### config.mk
export PLATFORM = sky130hd
export DESIGN_NAME = mcr_config_pair
export DESIGN_NICKNAME = d
export VERILOG_FILES = /design/src/mcr_config_pair.v /design/src/mcr_adv_div.v
export VERILOG_INCLUDE_DIRS = /design/src /design/src/src
export SDC_FILE = /design/constraint.sdc
export NUM_CORES = 1
export LEC_CHECK = 0
export BUFFER_PORTS_ARGS = -buffer_cell sky130_fd_sc_hd__buf_4
export CAP_MARGIN = 20
export CELL_PAD_IN_SITES_DETAIL_PLACEMENT = 1
export CELL_PAD_IN_SITES_GLOBAL_PLACEMENT = 2
export CORE_UTILIZATION = 30
export CTS_CLUSTER_DIAMETER = 100
export CTS_CLUSTER_SIZE = 20
export DETAILED_ROUTE_END_ITERATION = 6
export GPL_ROUTABILITY_DRIVEN = 0
export GPL_TIMING_DRIVEN = 0
export PLACE_DENSITY = 0.73
export SLEW_MARGIN = 30
export SYNTH_ARGS = -nofsm -noshare
export SYNTH_HDL_FRONTEND = slang
export SYNTH_SLANG_ARGS = --single-unit
### constraint.sdc
create_clock -name clk -period 8.7 [get_ports clk]
set_clock_uncertainty 0.2 [all_clocks]
set_input_delay 1.305 -clock clk [delete_from_list [all_inputs] [get_ports clk]]
set_output_delay 1.305 -clock clk [all_outputs]
set_load 0.01 [all_outputs]
### src/mcr_defs.vh
// constants of the motor configuration register pair
// assumes inclusion by bare name from the design files
`ifndef MCR_DEFS_VH
`define MCR_DEFS_VH

// register addresses on the serial register port
`define MCR_ADDR_ELEC         8'h90
`define MCR_ADDR_ADV          8'h91

// reset values
`define MCR_ELEC_RESET        16'h0000
`define MCR_ADV_RESET         16'h0000

// write mask of the advance word, top bit is reserved
`define MCR_ADV_WMASK         16'h7FFF

// electrical word fields
`define MCR_DITHER_MSB        15
`define MCR_DITHER_LSB        14
`define MCR_TPOL_MSB          13
`define MCR_TPOL_LSB          12
`define MCR_TDIV_MSB          11
`define MCR_TDIV_LSB          8
`define MCR_CLKADJ_BIT        7
`define MCR_RSH_MSB           6
`define MCR_RSH_LSB           4
`define MCR_RMAN_MSB          3
`define MCR_RMAN_LSB          0

// advance word fields
`define MCR_KSH_MSB           14
`define MCR_KSH_LSB           12
`define MCR_KMAN_MSB          11
`define MCR_KMAN_LSB          8
`define MCR_AMODE_BIT         7
`define MCR_ASH_MSB           6
`define MCR_ASH_LSB           4
`define MCR_AMAN_MSB          3
`define MCR_AMAN_LSB          0

// dithering codes and their amplitude in percent
`define MCR_DITHER_OFF        2'h0
`define MCR_DITHER_5          2'h1
`define MCR_DITHER_10         2'h2
`define MCR_DITHER_15         2'h3
`define MCR_PCT_0             4'h0
`define MCR_PCT_5             4'h5
`define MCR_PCT_10            4'hA
`define MCR_PCT_15            4'hF

// tachometer policy codes
`define MCR_TPOL_BOTH         2'h0
`define MCR_TPOL_CLOSED_DLY   2'h1
`define MCR_TPOL_FIRST_OPEN   2'h2
`define MCR_TPOL_RSVD         2'h3

// closed-loop tachometer delay
`define MCR_CLK_MHZ           100
`define MCR_TACH_DELAY_MS     280
`define MCR_TACH_DELAY_CYC    (`MCR_TACH_DELAY_MS * 1000 * `MCR_CLK_MHZ)

// divider sizes
`define MCR_VOLT_W            10
`define MCR_NUM_W             21
`define MCR_CODE_W            11
// last bit step of the divider, one per numerator bit
`define MCR_DIV_LAST          5'h14

`endif

### src/mcr_config_pair.v
// motor configuration register pair: two words on the register port,
// decoded fields, tachometer pulse shaping and advance scaling
// assumes register port strobes and core status come from clk's domain
//
// Operation
// [RULE1] dither code 0 off; codes 1,2,3 give 5, 10, 15 percent
// [RULE2] tach policy 0 pulses always; 2 closed loop plus first open loop; 3 reserved
// [RULE3] tach policy 1 pulses only in closed loop after about 280 ms
// [RULE4] tach output frequency is electrical speed divided by divider plus one
// [RULE5] phase resistance code is resistance mantissa shifted left by its shift
// [RULE6] host splits resistance over 0.009615 into mantissa and shift
// [RULE7] bemf constant is its mantissa shifted left by its shift
// [RULE8] advance mode 0 keeps the programmed advance time fixed
// [RULE9] advance mode 1 scales advance by supply minus bemf over supply
// [RULE10] programmed advance time is advance mantissa shifted left by its shift
// [RULE11] top bit of advance word reads zero and ignores writes
// [RULE12] advance word at address 0x91, zero after reset
// [RULE13] electrical word at address 0x90, zero after reset
// [RULE14] written fields reach the core from the next cycle
`timescale 1ns/1ns
`default_nettype none
`include "mcr_defs.vh"

module mcr_config_pair #(
	parameter TACH_DELAY_CYCLES = `MCR_TACH_DELAY_CYC
) (
	// clock and reset
	input  wire                     clk,
	input  wire                     reset,
	// register port from the serial interface
	input  wire                     regWrite,
	input  wire                     regRead,
	input  wire [7:0]               regAddr,
	input  wire [15:0]              regWdata,
	output reg  [15:0]              regRdata,
	output reg                      regRdValid,
	// motor core status
	input  wire                     elecPulse,
	input  wire                     closedLoop,
	input  wire                     firstOpenLoop,
	input  wire [`MCR_VOLT_W-1:0]   supplyVolt,
	input  wire [`MCR_VOLT_W-1:0]   bemfVolt,
	// configuration to the motor core
	output reg  [1:0]               ditherSelect,
	output reg  [3:0]               ditherPercent,
	output reg                      clkCycleHalf,
	output reg  [`MCR_CODE_W-1:0]   phaseResCode,
	output reg  [`MCR_CODE_W-1:0]   bemfConstCode,
	output reg                      advanceModeBit,
	output reg  [`MCR_CODE_W-1:0]   advanceTimeSet,
	output reg  [`MCR_CODE_W-1:0]   advanceTimeApplied,
	// tachometer
	output reg                      tachOutput
);

	////////////////////////////////////////////////////////////////////
	// register words

	reg  [15:0] elecCfg_reg;
	reg  [15:0] elecCfg_next;
	reg  [15:0] advCfg_reg;
	reg  [15:0] advCfg_next;

	always @* begin
		elecCfg_next = elecCfg_reg;
		advCfg_next  = advCfg_reg;
		if (regWrite && regAddr == `MCR_ADDR_ELEC) begin // [RULE13]
			elecCfg_next = regWdata;
		end
		if (regWrite && regAddr == `MCR_ADDR_ADV) begin // [RULE12]
			advCfg_next = regWdata & `MCR_ADV_WMASK; // [RULE11]
		end
	end

	always @(posedge clk or posedge reset) begin
		if (reset) begin
			elecCfg_reg <= `MCR_ELEC_RESET; // [RULE13]
			advCfg_reg  <= `MCR_ADV_RESET; // [RULE12]
			regRdata    <= 16'h0000;
			regRdValid  <= 1'b0;
		end else begin
			elecCfg_reg <= elecCfg_next;
			advCfg_reg  <= advCfg_next;
			regRdValid  <= regRead;
			if (regRead) begin
				// unmapped addresses answer zero
				case (regAddr)
					`MCR_ADDR_ELEC: regRdata <= elecCfg_reg;
					`MCR_ADDR_ADV:  regRdata <= advCfg_reg & `MCR_ADV_WMASK; // [RULE11]
					default:        regRdata <= 16'h0000;
				endcase
			end
		end
	end

	////////////////////////////////////////////////////////////////////
	// decoded fields, taken from the next value so a write shows at once, except tach policy and divider, taken from the register

	wire [1:0]  ditherNext = elecCfg_next[`MCR_DITHER_MSB:`MCR_DITHER_LSB];
	wire [2:0]  resShift   = elecCfg_next[`MCR_RSH_MSB:`MCR_RSH_LSB];
	wire [3:0]  resMan     = elecCfg_next[`MCR_RMAN_MSB:`MCR_RMAN_LSB];
	wire [2:0]  bemf_const_shift    = advCfg_next[`MCR_KSH_MSB:`MCR_KSH_LSB];
	wire [3:0]  ktMan      = advCfg_next[`MCR_KMAN_MSB:`MCR_KMAN_LSB];
	wire [2:0]  advShift   = advCfg_next[`MCR_ASH_MSB:`MCR_ASH_LSB];
	wire [3:0]  advMan     = advCfg_next[`MCR_AMAN_MSB:`MCR_AMAN_LSB];
	wire [1:0]  tachPolicy = elecCfg_reg[`MCR_TPOL_MSB:`MCR_TPOL_LSB];
	wire [3:0]  tachDiv    = elecCfg_reg[`MCR_TDIV_MSB:`MCR_TDIV_LSB];
	reg  [3:0]  pctNext;

	always @* begin
		case (ditherNext) // [RULE1]
			`MCR_DITHER_OFF: pctNext = `MCR_PCT_0;
			`MCR_DITHER_5:   pctNext = `MCR_PCT_5;
			`MCR_DITHER_10:  pctNext = `MCR_PCT_10;
			default:         pctNext = `MCR_PCT_15;
		endcase
	end

	always @(posedge clk or posedge reset) begin
		if (reset) begin
			ditherSelect   <= 2'h0;
			ditherPercent  <= 4'h0;
			clkCycleHalf   <= 1'b0;
			phaseResCode   <= 11'h000;
			bemfConstCode  <= 11'h000;
			advanceModeBit <= 1'b0;
			advanceTimeSet <= 11'h000;
		end else begin
			ditherSelect   <= ditherNext; // [RULE14]
			ditherPercent  <= pctNext; // [RULE1]
			clkCycleHalf   <= elecCfg_next[`MCR_CLKADJ_BIT];
			phaseResCode   <= {7'h00, resMan} << resShift; // [RULE5]
			bemfConstCode  <= {7'h00, ktMan} << bemf_const_shift; // [RULE7]
			advanceModeBit <= advCfg_next[`MCR_AMODE_BIT];
			advanceTimeSet <= {7'h00, advMan} << advShift; // [RULE10]
		end
	end

	////////////////////////////////////////////////////////////////////
	// advance scaling: the divider reruns continuously, so the applied
	// value trails supply and bemf changes by 23 to 44 cycles

	wire [`MCR_VOLT_W-1:0]  voltDiff;
	wire [`MCR_NUM_W-1:0]   divNum;
	wire [`MCR_NUM_W-1:0]   divQuo;
	wire                    divBusy;
	wire                    divDone;
	reg  [`MCR_CODE_W-1:0]  scaledAdv_reg;

	// bemf above a nonzero supply clamps to zero advance
	assign voltDiff = (bemfVolt > supplyVolt) ? {`MCR_VOLT_W{1'b0}} : (supplyVolt - bemfVolt);
	assign divNum   = advanceTimeSet * voltDiff;

	mcr_adv_div uDiv (
		.clk         (clk),
		.reset       (reset),
		.start       (!divBusy),
		.numerator   (divNum),
		.denominator (supplyVolt),
		.busy        (divBusy),
		.done        (divDone),
		.quotient    (divQuo)
	);

	always @(posedge clk or posedge reset) begin
		if (reset) begin
			scaledAdv_reg      <= 11'h000;
			advanceTimeApplied <= 11'h000;
		end else begin
			if (divDone) begin
				// zero supply gives all ones, clamp to the setting
				if (divQuo > {10'h000, advanceTimeSet}) begin
					scaledAdv_reg <= advanceTimeSet;
				end else begin
					scaledAdv_reg <= divQuo[`MCR_CODE_W-1:0];
				end
			end
			if (advanceModeBit) begin
				advanceTimeApplied <= scaledAdv_reg; // [RULE9]
			end else begin
				advanceTimeApplied <= advanceTimeSet; // [RULE8]
			end
		end
	end

	////////////////////////////////////////////////////////////////////
	// tachometer

	reg  [24:0] loopDelayCnt;
	reg         loopDelayDone;
	reg  [3:0]  poleCnt;
	reg         tachEnable;

	always @* begin
		case (tachPolicy)
			`MCR_TPOL_CLOSED_DLY: tachEnable = closedLoop && loopDelayDone; // [RULE3]
			`MCR_TPOL_FIRST_OPEN: tachEnable = closedLoop || firstOpenLoop; // [RULE2]
			default:              tachEnable = 1'b1; // [RULE2]
		endcase
	end

	always @(posedge clk or posedge reset) begin
		if (reset) begin
			loopDelayCnt  <= 25'h000_0000;
			loopDelayDone <= 1'b0;
			poleCnt       <= 4'h0;
			tachOutput    <= 1'b0;
		end else begin
			// delay restarts whenever closed loop is lost
			if (!closedLoop) begin
				loopDelayCnt  <= 25'h000_0000;
				loopDelayDone <= 1'b0;
			end else if (!loopDelayDone) begin
				if (loopDelayCnt >= TACH_DELAY_CYCLES[24:0] - 25'h000_0001) begin
					loopDelayDone <= 1'b1; // [RULE3]
				end
				loopDelayCnt <= loopDelayCnt + 25'h000_0001;
			end
			tachOutput <= 1'b0;
			if (elecPulse) begin
				if (poleCnt >= tachDiv) begin // [RULE4]
					poleCnt    <= 4'h0;
					tachOutput <= tachEnable;
				end else begin
					poleCnt <= poleCnt + 4'h1;
				end
			end
		end
	end

endmodule // mcr_config_pair
`default_nettype wire

### src/mcr_adv_div.v
// restoring divider for the scaled commutation advance
// assumes start is only raised while idle, one clock domain
`timescale 1ns/1ns
`default_nettype none
`include "mcr_defs.vh"

module mcr_adv_div (
	// clock and reset
	input  wire                     clk,
	input  wire                     reset,
	// request
	input  wire                     start,
	input  wire [`MCR_NUM_W-1:0]    numerator,
	input  wire [`MCR_VOLT_W-1:0]   denominator,
	// answer
	output reg                      busy,
	output reg                      done,
	output reg  [`MCR_NUM_W-1:0]    quotient
);

	reg [`MCR_NUM_W-1:0]    numReg;
	reg [`MCR_VOLT_W:0]     remReg;
	reg [`MCR_VOLT_W-1:0]   denReg;
	reg [4:0]               bitCnt;
	wire [`MCR_VOLT_W:0]    remShift;
	wire [`MCR_VOLT_W:0]    remSub;

	assign remShift = {remReg[`MCR_VOLT_W-1:0], numReg[`MCR_NUM_W-1]};
	assign remSub   = remShift - {1'b0, denReg};

	always @(posedge clk or posedge reset) begin
		if (reset) begin
			busy     <= 1'b0;
			done     <= 1'b0;
			quotient <= {`MCR_NUM_W{1'b0}};
			numReg   <= {`MCR_NUM_W{1'b0}};
			remReg   <= {(`MCR_VOLT_W+1){1'b0}};
			denReg   <= {`MCR_VOLT_W{1'b0}};
			bitCnt   <= 5'h00;
		end else begin
			done <= 1'b0;
			if (start && !busy) begin
				busy   <= 1'b1;
				numReg <= numerator;
				denReg <= denominator;
				remReg <= {(`MCR_VOLT_W+1){1'b0}};
				bitCnt <= 5'h00;
			end else if (busy) begin
				// quotient bits shift in where numerator bits leave
				if (remShift >= {1'b0, denReg}) begin
					remReg <= remSub;
					numReg <= {numReg[`MCR_NUM_W-2:0], 1'b1};
				end else begin
					remReg <= remShift;
					numReg <= {numReg[`MCR_NUM_W-2:0], 1'b0};
				end
				if (bitCnt == `MCR_DIV_LAST) begin
					busy     <= 1'b0;
					done     <= 1'b1;
					quotient <= (remShift >= {1'b0, denReg}) ?
						{numReg[`MCR_NUM_W-2:0], 1'b1} : {numReg[`MCR_NUM_W-2:0], 1'b0};
				end
				bitCnt <= bitCnt + 5'h01;
			end
		end
	end

endmodule // mcr_adv_div
`default_nettype wire

# After elaboration in Yosys (flattened, before gate mapping)
# Index checks and enable logic that the tools add are counted.
[classes] add_sub_neg=5 multipliers=1 div=0 n_lt_le_gt_ge=5 n_eq_ne=8 shift=3 muxes=25 bitwise=0 n_reduce_logical=6
[op_table] op="25-bit two-way mux" n=2
[op_table] op="4-bit by 3-bit << shifter with 11-bit output" n=3
[op_table] op="16-bit case mux with 2 select lines" n=1
[op_table] op="10-bit two-way mux" n=3
[op_table] op="25-bit by 1-bit adder with 25-bit output (second input constant)" n=1
[op_table] op="25-bit greater-or-equal comparator (second input constant)" n=1
[op_table] op="11-bit two-way mux" n=2
[op_table] op="21-bit by 11-bit > comparator with 1-bit output" n=1
[op_table] op="11-bit by 10-bit multiplier with 21-bit output" n=1
[op_table] op="21-bit two-way mux" n=1
[op_table] op="10-bit subtractor" n=2
[op_table] op="8-bit == test (second input constant)" n=2
[op_table] op="16-bit two-way mux" n=1
[op_table] op="15-bit two-way mux" n=1
[op_table] op="4-bit case mux with 3 select lines" n=1
[op_table] op="11-bit by 10-bit greater-or-equal comparator with 1-bit output" n=1
[op_table] op="10-bit > comparator" n=1
[op_table] op="1-bit two-way mux" n=10
[op_table] op="5-bit by 1-bit adder with 5-bit output (second input constant)" n=1
[op_table] op="5-bit == test (second input constant)" n=1
[op_table] op="5-bit two-way mux" n=1
[op_table] op="4-bit by 1-bit adder with 4-bit output (second input constant)" n=1
[op_table] op="2-bit by 1-bit == test with 1-bit output (second input constant)" n=2
[op_table] op="2-bit == test (second input constant)" n=2
[op_table] op="8 further kinds" n=10
[totals] regBits=211 latchBits=0 ramBits=0 romBits=0 in_bits=51 output_inout_bits=70 wordCells=78 memories=0

# Logic depth before layout (Yosys ltp)
# Gate-level depths: netlist of run 1.
[logic_depth] ltp_word=5 ltp_mapped=29 ltp_nobuf=27

# By module
# A second synthesis of run 1 with hierarchy kept.
[hier_totals] cells_unflattened=1491 area_unflattened_um2=14048.5
[by_module_without_submodules] mod="mcr_config_pair" n_inst=1 cells_each=1150 area_each_um2=10702.8 seq_area_each_um2=3353.2
[by_module_without_submodules] mod="mcr_adv_div" n_inst=1 cells_each=341 area_each_um2=3345.7 seq_area_each_um2=1726.7

# Worst setup path before layout of run 1
# Ideal clock, no wire load.
[synth_path] path_type="input port to flip-flop" startpoint="input port supplyVolt[0]" endpoint="register uDiv.numReg[18]" arrival_time_ns=7.517 required_ns=8.375 path_slack_ns=0.859 path_stages=28 cell_sequence="inv_1 > ha_1 > inv_1 > fa_1 > a21o_1 > a21oi_1 > o21ai_1 > a31o_2 > buf_2 > buf_2 > nand2_1 > nor2_1 > fa_1 > fa_1 > inv_1 > fa_1 > inv_1 > fa_1 > inv_1 > fa_1 > inv_1 > ha_1 > and2_1 > a221o_1 > a221oi_2 > a21oi_1 > xor2_1 > mux2_2"
[synth_between] elab_chain_cells=4 word_cells_on_any_way=5
[synth_rtl] element="from (decl)" line="mcr_config_pair.v:41" text="input wire [`MCR_VOLT_W-1:0] supplyVolt,"
[synth_rtl] element="10-bit subtractor / 10-bit > comparator (equally long branches)" line="mcr_config_pair.v:151" text="assign voltDiff = (bemfVolt > supplyVolt) ? {`MCR_VOLT_W{1'b0}} : (supplyVolt - bemfVolt);"
[synth_rtl] element="10-bit two-way mux *" line="mcr_config_pair.v:151"
[synth_rtl] element="11-bit by 10-bit multiplier with 21-bit output *" line="mcr_config_pair.v:152" text="assign divNum = advanceTimeSet * voltDiff;"
[synth_rtl] element="21-bit two-way mux *" line="mcr_adv_div.v:42" text="if (start && !busy) begin"
[synth_rtl] element="to (signal assigned)" line="mcr_adv_div.v:44" text="numReg <= numerator;"
[synth_rtl] element="to (signal assigned)" line="mcr_adv_div.v:52" text="numReg <= {numReg[`MCR_NUM_W-2:0], 1'b1};"
[synth_rtl] element="to (signal assigned)" line="mcr_adv_div.v:55" text="numReg <= {numReg[`MCR_NUM_W-2:0], 1'b0};"
[synth_rtl] element="to (decl)" line="mcr_adv_div.v:21" text="reg [`MCR_NUM_W-1:0] numReg;"
# Mark *: on every way between the ends. The rest lies on a longest branch, timed or not.
# A chain may end at the register's enable or synchronous reset.

# Worst setup path after layout of run 1
[layout_path] startpoint="input port supplyVolt[0]" endpoint="register uDiv.numReg[20]"
# Same word-level chain as after synthesis.

==> flow_summary.ini, run 1 <==
[outcome]
outcome = completed

[synthesis]
synth_area_um2 = 13700
ys_warn_count = 0
async_flop_share_pct = 100
synthFlopType = dfrtp_1
ys_types = 71
syn_nets = 1616
synth_edf_count = 0
ys_ff_latch = 203
syn_area_per_cell_um2 = 9.84
netlist_instances = 1396
synth_top_area_share_pct = 37.0
synth_top_cell_by_area = dfrtp_1
seq_area_frac_synth_pct = 37.0
synth.area.top_cells = dfrtp_1 (37%), fa_1 (10%), ha_1 (8.8%)

[setup_path]
crit_type = input pin to flip-flop
r2r_slack_ps = 2370
worstPathArrival_ps = 8530
required_ps = 8850
crit_path_start_kind = input pin
reg2regPathDepth = 18
r2r-start = advanceTimeSet[0]$_DFF_PP0_
worstSetupEndpointType = flip-flop
critPathMaxStageDelay_ps = 570
slowest_stage = fa_1
r2r_end = uDiv.numReg[20]$_DFF_PP0_
crit_buf_inv = 9
path_max_fanout = 10
cpLargestDelayFamily = adder cells

[route]
drc = 0
drt-initial-drc-count = 477
first_pass_iters = 5
final_antenna_net_count = 0
via_per_inst = 5.01
wl_per_cell_um = 19.0
drt_wl_total_um = 40500
vias = 10701

[placement]
numPortBuffers = 118
placed_area_um2 = 15400
dp_hpwl_um = 31700

[cts]
clock_sinks = 203
cts_hold_buffers = 0
h-tree-depth = 1
cts_root_buf = clkbuf_16
path_clk_slew_ps = 80
tritoncts = built
numCtsBuffers = 15
clk_latency_ps = 490
clockBufferDepth = 3

[min_path]
hold_path.class = flip-flop to flip-flop
hp-start = uDiv.bitCnt[0]$_DFF_PP0_
hold_end = uDiv.bitCnt[0]$_DFF_PP0_
hold_depth = 1

[global_route]
grt_pass1_vias = 11635
antenna_found_initial = 0
grt_pass1_wl_um = 66200
grt_usage_pct = 17.8
grt_max_degree = 93
overflow = 0

[layout]
fin_util_pct = 35.2
regMostFlops = loopDelayCnt
insertedDiodeCount = 0
top_regs = loopDelayCnt (25), uDiv.numReg (21), uDiv.quotient (21)
syn2layout_area_growth_pct = 15.9
final_net_count = 1754
design_area_um2 = 15900
largest_register_ffs = 25
drive_gt1_share_pct = 16.8

[floorplan]
coreArea_um2 = 45300
io_pins = 121
die_area_um2 = 46700
initial_core_util_pct = 30.3
num_rows = 78
die_height_um = 216
die_width_um = 216

[sta]
hold_viol_final = 0
worst_pin_slew_ps = 1020
fin_crit_sh_pct = 96.4
slew_violations = 0
rsz0062_at_grt = no
slew_headroom_pct = 31.5
finalSetupViolCount = 0
fmax_ghz = 0.119
post-route-min-period_ps = 8380

[pwr]
peakVddDrop_mv = 0.0827
p_leak_nw = 7.71
p_per_area_nw_per_um2 = 135

[run]
timing.max_cap.violations = 0
==> power by group <==
| group | total [mW] | internal (mW) | switching, mW | leakage (nW) |
|---|---|---|---|---|
| combinational | 0.410 | 0.169 | 0.241 | 4.79 |
| sequential | 1.06 | 1.01 | 0.0526 | 2.72 |
| clock | 0.684 | 0.330 | 0.354 | 0.211 |
| total | 2.15 | 1.51 | 0.647 | 7.71 |
==> cells in the mapped netlist (12+ instances only) <==
library cell	count
a21o_1	18
a21oi_1	60
a22oi_1	15
a31oi_1	12
and2_1	30
buf_2	14
clkbuf_1	31
dfrtp_1	203
fa_1	72
ha_1	97
inv_1	144
mux2_2	67
mux2i_1	35
nand2_1	133
nand3_1	31
nand4_1	14
nor2_1	104
nor3_1	39
o21ai_0	63
xnor2_1	36
xor2_1	17
==> cell usage in the layout (no fill, tap or decap), types with 5 or more instances in the layout <==
| master | synthesis | final |
|---|---|---|
| nand4_1 | 14 | 14 |
| a22oi_1 | 15 | 15 |
| xnor2_1 | 36 | 35 |
| or3_1 | 5 | 5 |
| nand3b_1 | 6 | 6 |
| mux2_2 | 67 | 67 |
| or2_2 | 6 | 6 |
| a31oi_1 | 12 | 12 |
| a21o_1 | 18 | 18 |
| o21a_1 | 5 | 5 |
| nor4_1 | 10 | 10 |
| o21ai_0 | 63 | 63 |
| clkbuf_1 | 31 | 31 |
| o211ai_1 | 9 | 9 |
| nor2b_1 | 10 | 10 |
| o22ai_1 | 9 | 9 |
| nand3_1 | 31 | 31 |
| buf_2 | 14 | 14 |
| xor2_1 | 17 | 16 |
| a21oi_1 | 60 | 59 |
| and3_1 | 7 | 7 |
| dfrtp_1 | 203 | 203 |
| fa_1 | 72 | 72 |
| o21bai_1 | 7 | 7 |
| ha_1 | 97 | 97 |
| nor2_1 | 104 | 103 |
| inv_1 | 144 | 143 |
| a211oi_1 | 7 | 7 |
| nand2b_1 | 9 | 9 |
| clkbuf_16 | 0 | 15 |
| buf_4 | 6 | 125 |
| nor3_1 | 39 | 38 |
| buf_1 | 5 | 5 |
| mux2i_1 | 35 | 35 |
| nand2_1 | 133 | 133 |
| and2_1 | 30 | 30 |
==> cell type report <==
cell class | count | area [µm²]
Sequential cell | 203 | 5080
Clock inverter | 3 | 41.3
Fill cell | 5217 | 29400
Multi-Input combinational cell | 992 | 7900
Tap cell | 600 | 751
Clock buffer | 16 | 389
Inverter | 144 | 548
Buffer | 57 | 265
Timing Repair Buffer | 121 | 948
==> routing by layer <==
metal	track usage, %	vias to the layer above	share of wire [%]
li1	-	5024	-
met1	24.0	5476	46
met2	30.5	148	48
met3	1.62	53	2.5
met4	5.05	0	2.8
met5	0	-	0
==> worst reg2reg max path, stage by stage (launching register included) <==
cell and delay, ps:
dfrtp_1 440, buf_2 290, nand2_1 150, or2_2 310
fa_1 520, fa_1 550, inv_1 60, fa_1 500
fa_1 590, inv_1 80, fa_1 530, inv_1 50
ha_1 370, and2_1 210, a221o_1 390, a221oi_2 370
a41oi_1 190, xnor2_1 300, o21ai_0 120
==> cells by family (layout without fill, tap and decap cells) <==
group,after synthesis,count (layout),share of synthesized area [%]
AOI/OAI and AO/OA,241,241,11.2
xor gates and xnor gates,53,53,3.38
adders and majority gates,169,169,19.3
buffers and inverters,201,341,5.87
DFF,203,203,37.0
muxes,104,104,8.37
and+or+nand+nor,425,425,14.8
==> how the worst max path moves through the flow <==
stage / startpoint / endpoint / slack [ps] / cells past startpoint
final: supplyVolt[0] / uDiv.numReg[20]$_DFF_PP0_ / 320 / 29
after detailed placement: supplyVolt[0] / uDiv.numReg[13]$_DFF_PP0_ / -470 / 27
after CTS: supplyVolt[0] / uDiv.numReg[13]$_DFF_PP0_ / 30 / 27
after global routing: supplyVolt[0] / uDiv.numReg[20]$_DFF_PP0_ / 60 / 29
after floorplan: supplyVolt[0] / uDiv.numReg[18]$_DFF_PP0_ / 860 / 28
after global placement: reset / uDiv.denReg[4]$_DFFE_PP0N_ / -890 / 2
==> through the flow <==
stage          setup WS, ps  TNS (ps)  total power, mW  instances  hold WS (ps)
3_3_place_gp           -889   -179060             1.47       2114           271
6_report                317         0             2.15       2136           291
3_5_place_dp           -468     -3200             1.49       2116           274
4_1_cts                32.7         0             2.19       2135           299
2_1_floorplan           859         0             1.32       1396           248
5_1_grt                60.0         0             2.27       2136           316
==> what timing repair did <==
action                     in CTS  in global routing
buffers inserted                0                  1
setup endpoints to repair       0                  9
gates resized for setup         0                  7
Note: power is estimated with default switching activity, not from simulation.
==> inputs of run 2 (changes only) <==
CORE_UTILIZATION = 36   (was 30)
PLACE_DENSITY = 0.83   (was 0.73)
SLEW_MARGIN = 5   (was 30)
==> run 2 against run 1 <==
  * Sequential power hardly changed
  * Non-clock buffer count shrank 1
  * Global-route usage up 2.9 points
==> flow_summary.ini, run 2 (synthesis results as in run 1) <==
[layout]
layout_commonest_cell = dfrtp_1
final_cell_mix = dfrtp_1 (203), inv_1 (143), nand2_1 (133), buf_4 (124), nor2_1 (103)
top_regs = loopDelayCnt (25), uDiv.numReg (21), uDiv.quotient (21)
regMostFlops = loopDelayCnt
insertedDiodeCount = 0
final_net_count = 1753
design_area_um2 = 15800
drive_gt1_share_pct = 16.6
syn2layout_area_growth_pct = 14.9
largest_register_ffs = 25
final_cell_count_no_fill = 2046

[cts]
cts_root_buf = clkbuf_16
h-tree-depth = 1
clock_sinks = 203
path_clk_slew_ps = 80
cts_setup_buffers = 0
clk_latency_ps = 480
clockBufferDepth = 3
numCtsBuffers = 15
tritoncts = built

[sta]
rsz0062_at_grt = no
fin_crit_sh_pct = 96.5
slew_headroom_pct = 36.8
fmax_ghz = 0.119
post-route-min-period_ps = 8400
worst_pin_slew_ps = 941
slew_violations = 0
finalSetupViolCount = 0
hold_viol_final = 0

[floorplan]
num_rows = 71
die_width_um = 197
die_height_um = 197
die_area_um2 = 38900
initial_core_util_pct = 36.6
coreArea_um2 = 37600
io_pins = 121

[setup_path]
slowest_stage = fa_1
crit_cells = 29
worstSetupStartpoint = supplyVolt[0]
crit_path_start_kind = input pin
r2r-start = advanceTimeSet[0]$_DFF_PP0_
required_ps = 8820
worstPathArrival_ps = 8520
critPathMaxStageDelay_ps = 560
worstSetupEndpointType = flip-flop
crit_buf_inv = 9
reg2regPathDepth = 18
crit_type = input pin to flip-flop
path_max_fanout = 10
cpLargestDelayFamily = adder cells

[global_route]
grt_pass1_wl_um = 63500
grt_max_degree = 78
overflow = 0
grt_usage_pct = 20.7
grt_pass1_vias = 11322
antenna_found_initial = 0

[placement]
placed_area_um2 = 15300
numPlacedInstances = 2027
numPortBuffers = 118
dp_hpwl_um = 30400

[route]
vias = 10619
drc = 0
first_pass_iters = 4
via_per_inst = 5.19
wl_per_cell_um = 19.0
drt-initial-drc-count = 500
drt_wl_total_um = 39000
final_antenna_net_count = 0

[pwr]
p_leak_nw = 7.70
peakVddDrop_mv = 0.116
p_per_area_nw_per_um2 = 136

[min_path]
hold_depth = 2
hp-start = uDiv.numReg[18]$_DFF_PP0_
hold_path.class = flip-flop to flip-flop

[run]
timing.max_cap.violations = 0

[outcome]
outcome = completed
[run 2: metal layers]
layer | global-route usage [%] | up-vias | wire (µm)
li1 | - | 5012 | -
met1 | 28.8 | 5397 | 17900
met2 | 34.7 | 172 | 19100
met3 | 1.81 | 38 | 1220
met4 | 4.91 | 0 | 769
met5 | 0 | - | 0
[run 2: power breakdown]
part / internal (mW) / total [mW] / switching [mW]
logic: 0.169 / 0.406 / 0.237
registers: 1.01 / 1.06 / 0.0523
clock network: 0.322 / 0.676 / 0.354
[run 2: layout make-up]
| cell class | instances | area, µm² |
|---|---|---|
| tap | 511 | 639 |
| buffer | 57 | 265 |
| clock buffer | 15 | 375 |
| clock inverter | 4 | 47.5 |
| multi-input combinational | 992 | 7890 |
| timing repair buffer | 120 | 941 |
| fill | 4274 | 21800 |
| inverter | 144 | 548 |
| sequential | 203 | 5080 |
[run 2: worst paths after layout]
check | to | slack (ps)
setup / recovery | uDiv.numReg[20]$_DFF_PP0_ | 300
hold / removal | uDiv.numReg[19]$_DFF_PP0_ | 300
setup reg to reg | uDiv.numReg[20]$_DFF_PP0_ | 2340
hold reg to reg | uDiv.numReg[19]$_DFF_PP0_ | 300
max in group asynchronous | phaseResCode[4]$_DFF_PP0_ | 6580
min in group asynchronous | tachOutput$_DFF_PP0_ | 620
[run 2: repair_timing]
item,4_1_cts,5_1_grt
hold endpoints to repair,0,0
resized for setup,0,6
hold buffers,0,0
endpoints found under the setup margin,0,7
[run 2: worst min-delay path, stage by stage, from the launching register on]
cell     delay [ps]
dfrtp_1         350
nand2_1          50
o21ai_0          60
[run 2: per-stage QoR]
step           worst slack [ps]  hold WS, ps  setup TNS, ps  total power, mW  utilization, %
2_1_floorplan               859          248              0             1.32               -
3_3_place_gp               -764          266        -153880             1.46            40.6
3_5_place_dp               -398          272          -2560             1.48            40.8
4_1_cts                    88.7          294              0             2.17            41.9
5_1_grt                    11.4          331              0             2.25            42.0
6_report                    305          299              0             2.14            42.0
